## config.mk

```make
export PLATFORM = sky130hd
export DESIGN_NAME = crp_top
export DESIGN_NICKNAME = d
export VERILOG_FILES = /design/src/core/crp_coll_track.v /design/src/core/crp_top.v
export VERILOG_INCLUDE_DIRS = /design/src /design/src/core
export SDC_FILE = /design/constraint.sdc
export NUM_CORES = 1
export LEC_CHECK = 0
export ABC_AREA = 1
export BUFFER_PORTS_ARGS = -buffer_cell sky130_fd_sc_hd__buf_2
export CORE_ASPECT_RATIO = 1.4
export CORE_UTILIZATION = 45
export CTS_BUF_LIST = sky130_fd_sc_hd__clkbuf_8
export CTS_CLUSTER_DIAMETER = 50
export DETAILED_ROUTE_END_ITERATION = 16
export HOLD_SLACK_MARGIN = 0.03
export PLACE_DENSITY = 0.8
export SYNTH_ARGS = -nofsm -noshare
export SYNTH_HDL_FRONTEND = slang
export SYNTH_HIERARCHICAL = 1
export SYNTH_SLANG_ARGS = --single-unit
```

## constraint.sdc

```tcl
create_clock -name i_sys_clk -period 1.45 [get_ports i_sys_clk]
set_clock_uncertainty 0.1 [all_clocks]
set_input_delay 0.29 -clock i_sys_clk [delete_from_list [all_inputs] [get_ports i_sys_clk]]
set_output_delay 0.29 -clock i_sys_clk [all_outputs]
set_load 0.03 [all_outputs]
```

## src/core/crp_regs.vh

```
// Register offsets, field positions, reset values and codes for the collision/page block
`ifndef CRP_REGS_VH
`define CRP_REGS_VH

// Register indices as printed; byte address is four times the index
`define CRP_IDX_COLL 6'h0e
`define CRP_IDX_PAGE 6'h10
`define CRP_IDX_MODE 6'h11
`define CRP_IDX_IRQ_STAT 6'h20
`define CRP_IDX_IRQ_EN 6'h21
`define CRP_IDX_IRQ_CLR 6'h22
`define CRP_IDX_CTRL 6'h23

// Collision register fields
`define CRP_COLL_KEEP_BIT 7
`define CRP_COLL_INVALID_BIT 5
`define CRP_COLL_POS_W 5
`define CRP_COLL_POS_MAX 6'd32

// Page register fields
`define CRP_PAGE_USE_BIT 7
`define CRP_PAGE_BITS_W 2

// Mode register fields
`define CRP_MODE_TXWAIT_BIT 5
`define CRP_MODE_DETOFF_BIT 2

// Reset values
`define CRP_COLL_RST 8'ha0
`define CRP_PAGE_RST 8'h00
`define CRP_MODE_RST 8'h3b

// CRC preset codes 00..11
`define CRP_CRC_PRE0 16'h0000
`define CRP_CRC_PRE1 16'h6363
`define CRP_CRC_PRE2 16'ha671
`define CRP_CRC_PRE3 16'hffff

// Interrupt status bits
`define CRP_IRQ_COLL_BIT 0
`define CRP_IRQ_FRAME_BIT 1
`define CRP_IRQ_W 2

// AXI responses
`define CRP_RESP_OKAY 2'b00
`define CRP_RESP_SLVERR 2'b10

`endif

```

## src/core/crp_coll_track.v

```verilog
// Tracks the first collision of a received frame and masks later bits
`timescale 1ns/1ns
`include "crp_regs.vh"

module crp_coll_track (
  // Clock and reset
  input wire i_sys_clk,
  input wire i_rst_n,
  // Receiver side
  input wire i_rx_start,
  input wire i_rx_bit_valid,
  input wire i_rx_bit,
  input wire i_rx_collision,
  input wire i_keep_bits,
  // Results
  output wire o_rx_bit_valid,
  output wire o_rx_bit,
  output wire [`CRP_COLL_POS_W-1:0] o_position,
  output wire o_invalid,
  output wire o_first_coll
);

  reg [5:0] bit_cnt_r;
  reg seen_r;
  reg [`CRP_COLL_POS_W-1:0] pos_r;
  reg invalid_r;
  reg [6:0] pos_nxt;

  // Data bit number this bit carries, counting from one; one bit wider so a
  // saturated count cannot wrap back into the encodable range
  always @* begin
    pos_nxt = {1'b0, bit_cnt_r} + 7'd1;
  end

  assign o_first_coll = i_rx_bit_valid && i_rx_collision && !seen_r;

  always @(posedge i_sys_clk or negedge i_rst_n) begin
    if (!i_rst_n) begin
      bit_cnt_r <= 6'd0;
      seen_r <= 1'b0;
      pos_r <= {`CRP_COLL_POS_W{1'b0}};
      invalid_r <= 1'b1;
    end else if (i_rx_start) begin
      bit_cnt_r <= 6'd0;
      seen_r <= 1'b0;
      pos_r <= {`CRP_COLL_POS_W{1'b0}};
      invalid_r <= 1'b1;
    end else if (i_rx_bit_valid) begin
      if (bit_cnt_r != 6'h3f) begin
        bit_cnt_r <= pos_nxt[5:0];
      end
      if (o_first_coll) begin
        seen_r <= 1'b1;
        pos_r <= pos_nxt[`CRP_COLL_POS_W-1:0];
        invalid_r <= (pos_nxt > {1'b0, `CRP_COLL_POS_MAX});
      end
    end
  end

  assign o_rx_bit = i_rx_bit & (i_keep_bits | ~seen_r);
  assign o_rx_bit_valid = i_rx_bit_valid;
  assign o_position = pos_r;
  assign o_invalid = invalid_r;

endmodule

```

## src/core/crp_top.v

```verilog
// Collision report, page select and general mode registers behind AXI4-Lite
//
// Behaviour
// - With keep-bits cleared, every received bit after a collision is forced to zero.
// - The invalid flag is set when no collision occurred or it lies past bit 32.
// - A five-bit field holds the data-bit position of the first collision.
// - Bit 1 reads 01h, bit 8 reads 08h and bit 32 reads 00h.
// - The collision register reads 1 in bit 7, 0 in bit 6 and 1 in bit 5 after reset.
// - With upper-address select set, the page bits become address bits A5 and A4.
// - With paging on, the low address bits come from the active host address.
// - With upper-address select clear, the latch alone forms the whole address.
// - The page register sits at 10h, resets to zero and reads bits 6 to 2 as zero.
// - The mode register sits at 11h, is fully read/write and resets to 3Bh.
// - The CRC preset code selects 0000, 6363, A671 or FFFF, overridden during RF.
// - With wait-for-field set, transmit starts in reader or initiator only with field on.
// - With detector-off set, the mode detector stays off; else only during auto collision.
//
// Our own choice: the AXI4-Lite register port.
`timescale 1ns/1ns
`include "crp_regs.vh"

module crp_top #(
  parameter ADDR_W = 8
) (
  // Clock and reset
  input wire i_sys_clk,
  input wire i_rst_n,
  // AXI4-Lite write address
  input wire [ADDR_W-1:0] i_awaddr,
  input wire i_awvalid,
  output reg o_awready,
  // AXI4-Lite write data
  input wire [31:0] i_wdata,
  input wire [3:0] i_wstrb,
  input wire i_wvalid,
  output reg o_wready,
  // AXI4-Lite write response
  output reg [1:0] o_bresp,
  output reg o_bvalid,
  input wire i_bready,
  // AXI4-Lite read address
  input wire [ADDR_W-1:0] i_araddr,
  input wire i_arvalid,
  output reg o_arready,
  // AXI4-Lite read data
  output reg [31:0] o_rdata,
  output reg [1:0] o_rresp,
  output reg o_rvalid,
  input wire i_rready,
  // Receiver collision detector
  input wire i_rx_start,
  input wire i_rx_bit_valid,
  input wire i_rx_bit,
  input wire i_rx_collision,
  input wire i_rx_end,
  // Device state
  input wire i_rf_framing_crc_sel_valid,
  input wire [1:0] i_rf_framing_crc_sel,
  input wire i_tx_request,
  input wire i_reader_or_initiator,
  input wire i_rf_field_on,
  input wire i_automatic_collision_command,
  // Host address path for paged access
  input wire i_host_addr_valid,
  input wire [5:0] i_addr_pins,
  input wire [5:0] i_addr_latch,
  input wire i_use_addr_pins,
  // Outputs to the device core
  output reg o_rx_bit_valid,
  output reg o_rx_bit,
  output reg [5:0] o_reg_addr,
  output reg o_reg_addr_valid,
  output reg [15:0] o_crc_initial_value,
  output reg o_tx_start,
  output reg o_mode_detector_en,
  output reg o_irq
);

  // One-hot states shared by both bus channels
  localparam ST_IDLE = 2'b01;
  localparam ST_RESP = 2'b10;
  localparam [7:0] COLL_RST = `CRP_COLL_RST;

  reg [1:0] wst_r;
  reg [1:0] rst_r;
  reg aw_got_r;
  reg w_got_r;
  reg [ADDR_W-1:0] awaddr_r;
  reg [31:0] wdata_r;
  reg [3:0] wstrb_r;
  reg keep_bits_r;
  reg [7:0] page_r;
  reg [7:0] mode_r;
  reg [`CRP_IRQ_W-1:0] irq_stat_r;
  reg [`CRP_IRQ_W-1:0] irq_en_r;
  reg [7:0] rdata_nxt;
  reg rd_ok_nxt;
  reg wr_ok_nxt;
  reg [15:0] crc_nxt;
  reg [`CRP_IRQ_W-1:0] irq_set_nxt;
  reg [`CRP_IRQ_W-1:0] irq_clr_nxt;
  reg [5:0] addr_nxt;

  wire [5:0] wr_idx;
  wire [5:0] rd_idx;
  wire do_write;
  wire trk_bit_valid;
  wire trk_bit;
  wire [`CRP_COLL_POS_W-1:0] trk_pos;
  wire trk_invalid;
  wire trk_first;
  wire [7:0] coll_rd;

  assign wr_idx = awaddr_r[7:2];
  assign rd_idx = i_araddr[7:2];
  assign do_write = (wst_r == ST_IDLE) && aw_got_r && w_got_r;
  assign coll_rd = {keep_bits_r, 1'b0, trk_invalid, trk_pos};

  // Collision tracker
  crp_coll_track u_track (
    .i_sys_clk(i_sys_clk),
    .i_rst_n(i_rst_n),
    .i_rx_start(i_rx_start),
    .i_rx_bit_valid(i_rx_bit_valid),
    .i_rx_bit(i_rx_bit),
    .i_rx_collision(i_rx_collision),
    .i_keep_bits(keep_bits_r),
    .o_rx_bit_valid(trk_bit_valid),
    .o_rx_bit(trk_bit),
    .o_position(trk_pos),
    .o_invalid(trk_invalid),
    .o_first_coll(trk_first)
  );

  // Write address and data are captured independently, either order
  always @(posedge i_sys_clk or negedge i_rst_n) begin
    if (!i_rst_n) begin
      o_awready <= 1'b1;
      o_wready <= 1'b1;
      aw_got_r <= 1'b0;
      w_got_r <= 1'b0;
      awaddr_r <= {ADDR_W{1'b0}};
      wdata_r <= 32'h0000_0000;
      wstrb_r <= 4'h0;
      o_bvalid <= 1'b0;
      o_bresp <= `CRP_RESP_OKAY;
      wst_r <= ST_IDLE;
    end else begin
      case (wst_r)
        ST_IDLE: begin
          if (i_awvalid && o_awready) begin
            awaddr_r <= i_awaddr;
            aw_got_r <= 1'b1;
            o_awready <= 1'b0;
          end
          if (i_wvalid && o_wready) begin
            wdata_r <= i_wdata;
            wstrb_r <= i_wstrb;
            w_got_r <= 1'b1;
            o_wready <= 1'b0;
          end
          if (do_write) begin
            o_bvalid <= 1'b1;
            o_bresp <= wr_ok_nxt ? `CRP_RESP_OKAY : `CRP_RESP_SLVERR;
            wst_r <= ST_RESP;
          end
        end
        ST_RESP: begin
          if (i_bready) begin
            o_bvalid <= 1'b0;
            aw_got_r <= 1'b0;
            w_got_r <= 1'b0;
            o_awready <= 1'b1;
            o_wready <= 1'b1;
            wst_r <= ST_IDLE;
          end
        end
        default: begin
          wst_r <= ST_IDLE;
        end
      endcase
    end
  end

  // Write decode; collision bits other than bit 7 are read-only
  always @* begin
    wr_ok_nxt = 1'b1;
    irq_clr_nxt = {`CRP_IRQ_W{1'b0}};
    if (wr_idx == `CRP_IDX_COLL) begin
      wr_ok_nxt = 1'b1;
    end else if (wr_idx == `CRP_IDX_PAGE) begin
      wr_ok_nxt = 1'b1;
    end else if (wr_idx == `CRP_IDX_MODE) begin
      wr_ok_nxt = 1'b1;
    end else if (wr_idx == `CRP_IDX_IRQ_STAT) begin
      wr_ok_nxt = 1'b1;
    end else if (wr_idx == `CRP_IDX_IRQ_EN) begin
      wr_ok_nxt = 1'b1;
    end else if (wr_idx == `CRP_IDX_IRQ_CLR) begin
      if (do_write && wstrb_r[0]) begin
        irq_clr_nxt = wdata_r[`CRP_IRQ_W-1:0];
      end
    end else begin
      wr_ok_nxt = 1'b0;
    end
  end

  // Register storage; writes to read-only fields are dropped
  always @(posedge i_sys_clk or negedge i_rst_n) begin
    if (!i_rst_n) begin
      keep_bits_r <= COLL_RST[`CRP_COLL_KEEP_BIT];
      page_r <= `CRP_PAGE_RST;
      mode_r <= `CRP_MODE_RST;
      irq_en_r <= {`CRP_IRQ_W{1'b0}};
    end else if (do_write && wstrb_r[0]) begin
      if (wr_idx == `CRP_IDX_COLL) begin
        keep_bits_r <= wdata_r[`CRP_COLL_KEEP_BIT];
      end else if (wr_idx == `CRP_IDX_PAGE) begin
        page_r <= {wdata_r[`CRP_PAGE_USE_BIT], 5'b00000, wdata_r[1:0]};
      end else if (wr_idx == `CRP_IDX_MODE) begin
        mode_r <= wdata_r[7:0];
      end else if (wr_idx == `CRP_IDX_IRQ_EN) begin
        irq_en_r <= wdata_r[`CRP_IRQ_W-1:0];
      end
    end
  end

  // Sticky events: a new event wins over a clear in the same cycle
  always @* begin
    irq_set_nxt = {`CRP_IRQ_W{1'b0}};
    irq_set_nxt[`CRP_IRQ_COLL_BIT] = trk_first;
    irq_set_nxt[`CRP_IRQ_FRAME_BIT] = i_rx_end;
  end

  always @(posedge i_sys_clk or negedge i_rst_n) begin
    if (!i_rst_n) begin
      irq_stat_r <= {`CRP_IRQ_W{1'b0}};
      o_irq <= 1'b0;
    end else begin
      irq_stat_r <= (irq_stat_r & ~irq_clr_nxt) | irq_set_nxt;
      o_irq <= |(((irq_stat_r & ~irq_clr_nxt) | irq_set_nxt) & irq_en_r);
    end
  end

  // Read decode; unmapped indices answer SLVERR with zero data
  always @* begin
    rdata_nxt = 8'h00;
    rd_ok_nxt = 1'b1;
    if (rd_idx == `CRP_IDX_COLL) begin
      rdata_nxt = coll_rd;
    end else if (rd_idx == `CRP_IDX_PAGE) begin
      rdata_nxt = page_r;
    end else if (rd_idx == `CRP_IDX_MODE) begin
      rdata_nxt = mode_r;
    end else if (rd_idx == `CRP_IDX_IRQ_STAT) begin
      rdata_nxt = {{(8-`CRP_IRQ_W){1'b0}}, irq_stat_r};
    end else if (rd_idx == `CRP_IDX_IRQ_EN) begin
      rdata_nxt = {{(8-`CRP_IRQ_W){1'b0}}, irq_en_r};
    end else if (rd_idx == `CRP_IDX_IRQ_CLR) begin
      rdata_nxt = 8'h00;
    end else begin
      rd_ok_nxt = 1'b0;
    end
  end

  // Read channel: address taken, data answered next cycle
  always @(posedge i_sys_clk or negedge i_rst_n) begin
    if (!i_rst_n) begin
      o_arready <= 1'b1;
      o_rvalid <= 1'b0;
      o_rdata <= 32'h0000_0000;
      o_rresp <= `CRP_RESP_OKAY;
      rst_r <= ST_IDLE;
    end else begin
      case (rst_r)
        ST_IDLE: begin
          if (i_arvalid) begin
            o_arready <= 1'b0;
            o_rvalid <= 1'b1;
            o_rdata <= {24'h000000, rdata_nxt};
            o_rresp <= rd_ok_nxt ? `CRP_RESP_OKAY : `CRP_RESP_SLVERR;
            rst_r <= ST_RESP;
          end
        end
        ST_RESP: begin
          if (i_rready) begin
            o_rvalid <= 1'b0;
            o_arready <= 1'b1;
            rst_r <= ST_IDLE;
          end
        end
        default: begin
          rst_r <= ST_IDLE;
        end
      endcase
    end
  end

  // CRC preset: RF framing overrides the software code
  always @* begin
    case (i_rf_framing_crc_sel_valid ? i_rf_framing_crc_sel : mode_r[1:0])
      2'b00: crc_nxt = `CRP_CRC_PRE0;
      2'b01: crc_nxt = `CRP_CRC_PRE1;
      2'b10: crc_nxt = `CRP_CRC_PRE2;
      default: crc_nxt = `CRP_CRC_PRE3;
    endcase
  end

  // Register address: paged or latch-only
  always @* begin
    addr_nxt = i_addr_latch;
    if (page_r[`CRP_PAGE_USE_BIT]) begin
      // page bits are A5 and A4
      addr_nxt[5:4] = page_r[1:0];
      // low bits from the active host
      addr_nxt[3:0] = i_use_addr_pins ? i_addr_pins[3:0] : i_addr_latch[3:0];
    end
  end

  // Registered core outputs; one cycle of latency on every path
  always @(posedge i_sys_clk or negedge i_rst_n) begin
    if (!i_rst_n) begin
      o_rx_bit_valid <= 1'b0;
      o_rx_bit <= 1'b0;
      o_reg_addr <= 6'h00;
      o_reg_addr_valid <= 1'b0;
      o_crc_initial_value <= 16'h0000;
      o_tx_start <= 1'b0;
      o_mode_detector_en <= 1'b0;
    end else begin
      o_rx_bit_valid <= trk_bit_valid;
      o_rx_bit <= trk_bit;
      // latch alone when paging is off
      o_reg_addr <= addr_nxt;
      o_reg_addr_valid <= i_host_addr_valid;
      o_crc_initial_value <= crc_nxt;
      // hold start until the field is up
      o_tx_start <= i_tx_request &&
        !(mode_r[`CRP_MODE_TXWAIT_BIT] && i_reader_or_initiator && !i_rf_field_on);
      // detector gated by the off bit
      o_mode_detector_en <= i_automatic_collision_command && !mode_r[`CRP_MODE_DETOFF_BIT];
    end
  end

endmodule

```

; ---- After elaboration in Yosys (flattened, before gate mapping)
; Index checks and enable logic that the tools add are counted.
[totals]
regBits = 97
inputBits = 85
[classes]
magnitude_cmp = 1
n_bitwise = 10
n_eq_ne = 25
n_mux = 66
n_reduce_logical = 38
addsub = 1
[ops]
columns = cell, n
row1 = $pmux W16 S3, 1
row2 = $eq A6 B6 Y1 const B, 6
row3 = $mux W2, 16
row4 = $mux W1, 29
row5 = $eq A6 B5 Y1 const B, 4
row6 = $mux W6, 4
row7 = $mux W8, 3
row8 = $reduce_and A2 Y1, 9
row9 = $mux W5, 3
row10 = $reduce_and A3 Y1, 5
row11 = $pmux W1 S2, 7
row12 = $eq A6 B4 Y1 const B, 2
row13 = $logic_and A1 B1 Y1, 11
row14 = $reduce_bool A2 Y1, 5
row15 = $ne A2 B2 Y1 const B, 4
row16 = $pmux W2 S2, 2
row17 = $add A6 B1 Y7 const B, 1
row18 = $gt A7 B6 Y1 const B, 1
row19 = $eq A2 B1 Y1 const B, 3
row20 = $eq A2 B2 Y1 const B, 3
row21 = $ne A6 B6 Y1 const B, 1
row22 = $reduce_and A5 Y1, 1
row23 = $and A2 B2 Y2, 2
row24 = $logic_not A1 Y1, 4
row25 = other kinds (10), 14

; ---- Depth between registers and ports, before layout
[logic_depth]
ltp_word = 16
mapped_depth = 9
mapped_depth_nobuf = 9

; ---- Cells and area by module
; The synthesis kept the hierarchy.
[by_module_without_submodules]
columns = module, area_each_um2, cells_each, n_inst
row1 = crp_top, 3236.9, 357, 1
row2 = crp_coll_track, 660.6, 76, 1

; ---- Worst setup path before layout
; OpenSTA, ideal clock, no wires.
[synth_timing]
path_kind = reg2reg
startpoint = reg wst_r[0]
endpoint = reg mode_r[7]
t_arrival_ns = 1.211
synth_period_minus_slack_ns = 1.429
setup_slack_ns = 0.021
path_stages_with_launch = 9
path_buffers = 1
path_cell_list = dfstp_2 inv_2 nor2_4 nand3_4 clkinv_4 nand4_4 buf_6 nand2_2 o21ai_2
[synth_between]
elab_chain_cells = 5
[synth_lines]
columns = element, line_no
row1 = from (decl), crp_top.v:84  ; reg [1:0] wst_r;
row2 = from (signal assigned), crp_top.v:147  ; wst_r <= ST_IDLE;
row3 = from (signal assigned), crp_top.v:165  ; wst_r <= ST_RESP;
row4 = from (signal assigned), crp_top.v:175  ; wst_r <= ST_IDLE;
row5 = $eq A2 B1 Y1, crp_top.v:116  ; assign do_write = (wst_r == ST_IDLE) && aw_got_r && w_got_r;
row6 = $logic_and A1 B1 Y1 (2 in a row), crp_top.v:116
row7 = $logic_and A1 B1 Y1, crp_top.v:215  ; end else if (do_write && wstrb_r[0]) begin
row8 = $reduce_and A4 Y1 (no line), --
row9 = to (signal assigned), crp_top.v:213  ; mode_r <= `CRP_MODE_RST;
row10 = to (signal assigned), crp_top.v:221  ; mode_r <= wdata_r[7:0];
row11 = to (decl), crp_top.v:93  ; reg [7:0] mode_r;
; Every way passes these cells.
; A chain may end at the register's enable or synchronous reset.

; ---- Worst setup path in the final report
; Same ends and word-level chain as after synthesis.

==> metrics.md <==
| Metric | Value |
|---|---|
| IO buf count | 94 |
| Clk slew on worst S/H paths | roughly 80 ps |
| Final wirelength | 8500 um |
| Number of routed nets with antenna violations | 0 |
| IO Count | ~150 |
| CP Launch Type | flip-flop |
| Post-synth EDFFs | 0 |
| Drt first pass iters | 4 |
| Number of global-route vias before repair | 3054 |
| Hold Path Stages | 2 |
| Psw | about 2.8 mW |
| Reg2reg path depth | 8 |
| Most common cell after layout, fill and taps aside | buf_2 |
| Seq pwr share | between 40% and 50% |
| Worst Path Arrival | 1630 ps |
| Root Driver | clkbuf_8 |
| Worst min-delay path class | in -> reg |
| Core box area | roughly 0.0083 mm^2 |
| Die height | ~110 um |
| Failing checks | negative setup slack |
| Hold WS | roughly 39 ps |
| Crit path kind | reg -> reg |
| Critical R2R Launch | wst_r[0] |
| # fillers | between 700 and 800 |
| Setup violators final | 12 |
| Yosys top cell by area | dfrtp_1 |
| CTS tree | yes |
| Final period utilization | 102% |
| Worst r2r dst | mode_r[7] |
| Initial antenna violation count | 0 |
| R2R Setup Slk | -30 ps |
| Synth-to-layout area growth | 29.1% |
| Via density | between 4 and 5 |
| First-pass GRT wire length | about 13000 um |
| Synthesized area per cell | around 9.0 um^2 |
| CTS buffer count | 9 |
| Cells after Synth | between 400 and 500 |
| Share of cells above drive strength 1 | about two fifths |
| DR DRC count | 0 |
| Largest net degree at the start of global routing | 28 |
| Die W | between 80 and 90 um |
| Count of distinct cell types in the synthesized netlist | 37 |
| Clock Tree Buf Depth | 2 |
| Synth top area cells | dfrtp_1 44%, dfstp_2 8.1%, nand2_1 7.9%, buf_4 7.5%, nor2_1 4.7% |
| Crit-path max FO | 16 |
| Dominant synthesized flop cell | dfrtp_1 |
| Mapped Area | a little under 0.004 mm^2 |
| Max-slew violations | 0 |
| CTS Sinks | 81 |
| Drt wl/cell | ~13 um |
| Switching Share | between 30% and 40% |
| HPWL after DPL | roughly 6200 um |
| Routability congestion estimate | about 0.79 |
| Hold path startpoint | i_rx_bit |
| Max Cap Viol | 0 |
| Initial core utilization | 47.0% |
| Tot GR Track Use | between 10% and 20% |
| RSZ-0062 raised after global routing | true |
| Tmin final | between 1000 and 1500 ps |
| Register bit total from synthesis | just over 80 |
| Required time worst endpoint | between 1500 and 2000 ps |
| Async set or reset register ratio after synthesis | between 90% and 100% |
| Register area share after synthesis | a little over half |
| Total grt overflow | 0 |
| Worst IR drop on VDD | about 1.2 mV |
| Row cnt | 39 |
| Int Power | roughly 4.7 mW |
| Status | finished with violations |
| Die area | roughly 0.0090 mm^2 |
| Share of the synthesized area in the top cell type | between 40% and 50% |
| Leakage power total | ~2.6 nW |
| 1st-iter DRT viols | approximately 150 |
| Antenna diode count | 0 |
| Crit. End Element | flip-flop |
| Hold Violations, Final | 0 |
| Power Density | 1500 mW/mm^2 |
| Clock Latency Late Sink | around 360 ps |
| Combinational Power Share | roughly a third |
| Via count | ~3200 |
| Placed insts | about 630 |
| Max frequency | slightly below 700 MHz |
| Most frequent cells in the layout | 89 x buf_2, 70 x nand2_1, 69 x dfrtp_1, 47 x inv_1, 40 x nor2_1 |
| H-tree Lvls | 3 |
| Clock power frac | approximately a quarter |
| Yosys warning count | 6 |
| Hold Path Sink | o_rx_bit |
| Final WS setup | -25.9 ps |
| Final non-filler cell total | around 660 |
| Nets@finish | ~640 |
power by group through the flow:
stage / Sequential, mW / Combinational (mW) / Clock [mW]
6_report: 3.17 / 2.52 / 1.85
5_1_grt: 3.23 / 2.75 / 1.99
4_1_cts: 3.15 / 2.16 / 1.90
2_1_floorplan: 3.43 / 1.29 / 0
3_3_place_gp: 3.16 / 2.03 / 0
3_5_place_dp: 3.18 / 2.11 / 0
cell type report:
cell class / count / area (um^2) / area share [%]
timing repair buffer: 126 / 832 / 16.5
clock inverter: 7 / 103 / 2.04
inverter: 55 / 215 / 4.28
multi-input combinational: 279 / 1590 / 31.6
clock buffer: 9 / 124 / 2.46
sequential: 81 / 2040 / 40.6
tap: 102 / 128 / 2.54
cell usage after synthesis, types with 3 or more instances:
master,instances
nand2_1,82
dfrtp_1,69
nor2_1,49
inv_1,48
buf_4,39
nand3_1,28
o21ai_0,21
a21oi_1,18
dfstp_2,12
mux2_2,8
o21ai_2,8
inv_2,6
nand4_1,6
nand2_2,4
o21ai_1,4
nor2_4,3
flip-flops by register name (all words and copies together) (netlist names), 2 cells and up:
register and flops:
awaddr_r 6, irq_en_r 2, irq_stat_r 2, mode_r 8
o_crc_initial_value 4, o_rdata 8, o_reg_addr 6, page_r 3
rst_r 2, u_track/bit_cnt_r 6, u_track/o_position 5, wdata_r 8
wst_r 2
worst max-delay path by stage:
stage                  to  cells past startpoint     start  slack (ps)
2_1_floorplan   mode_r[7]                      8  wst_r[0]          20
3_3_place_gp    mode_r[2]                      8  wst_r[0]         -20
3_5_place_dp    mode_r[4]                      8  wst_r[0]         -50
4_1_cts         mode_r[2]                      8  wst_r[0]         -40
5_1_grt        o_rdata[3]                      6  rst_r[0]        -140
6_report        mode_r[7]                      8  wst_r[0]         -30
layer usage:
layer / share of wire, % / GRT usage [%] / vias up
met3: 5.8 / 4.63 / 19
met2: 55 / 34.1 / 109
met4: 2.8 / 9.40 / 0
met1: 36 / 20.5 / 1529
li1: - / - / 1554
met5: 0 / 0 / -
per-stage QoR:
| step | util (%) | cell area, um^2 | power [mW] | setup TNS, ps | setup slack [ps] |
|---|---|---|---|---|---|
| after CTS | 57.1 | 4740 | 7.21 | -287 | -44.5 |
| after global placement | 53.4 | 4430 | 5.19 | -23.6 | -18.3 |
| after floorplan | - | 3990 | 4.72 | 0 | 20.7 |
| after detailed placement | 53.4 | 4430 | 5.29 | -318 | -52.0 |
| final | 60.7 | 5030 | 7.54 | -124 | -25.9 |
| after global routing | 60.7 | 5030 | 7.96 | -2880 | -143 |
timing repair:
action                     CTS  global route
hold buffers                 5             1
resized for setup            9            57
setup endpoints to repair   18            49
gates cloned                 0             1
hold endpoints to repair    45             1
pin swaps                    0             7
setup buffers                0            10
logic make-up after synthesis:
| family | after synthesis | synth area share [%] |
|---|---|---|
| AND/OR/NAND/NOR | 184 | 21.8 |
| buffers and inverters | 98 | 13.8 |
| flip-flops | 81 | 52.4 |
| AO/OA/AOI/OAI | 59 | 9.05 |
| multiplexers | 9 | 2.57 |
| adder cells (fa/ha/maj) | 1 | 0.321 |
| other | 1 | 0.0962 |
critical path, stage by stage (launching register included):
cell and delay (ps):
dfstp_2 530, inv_2 40, nor2_4 140, nand3_4 110, clkinv_4 90, nand4_4 80
buf_12 170, nand2_2 60, o21ai_2 40
Note: power is estimated with default switching activity, not from simulation.
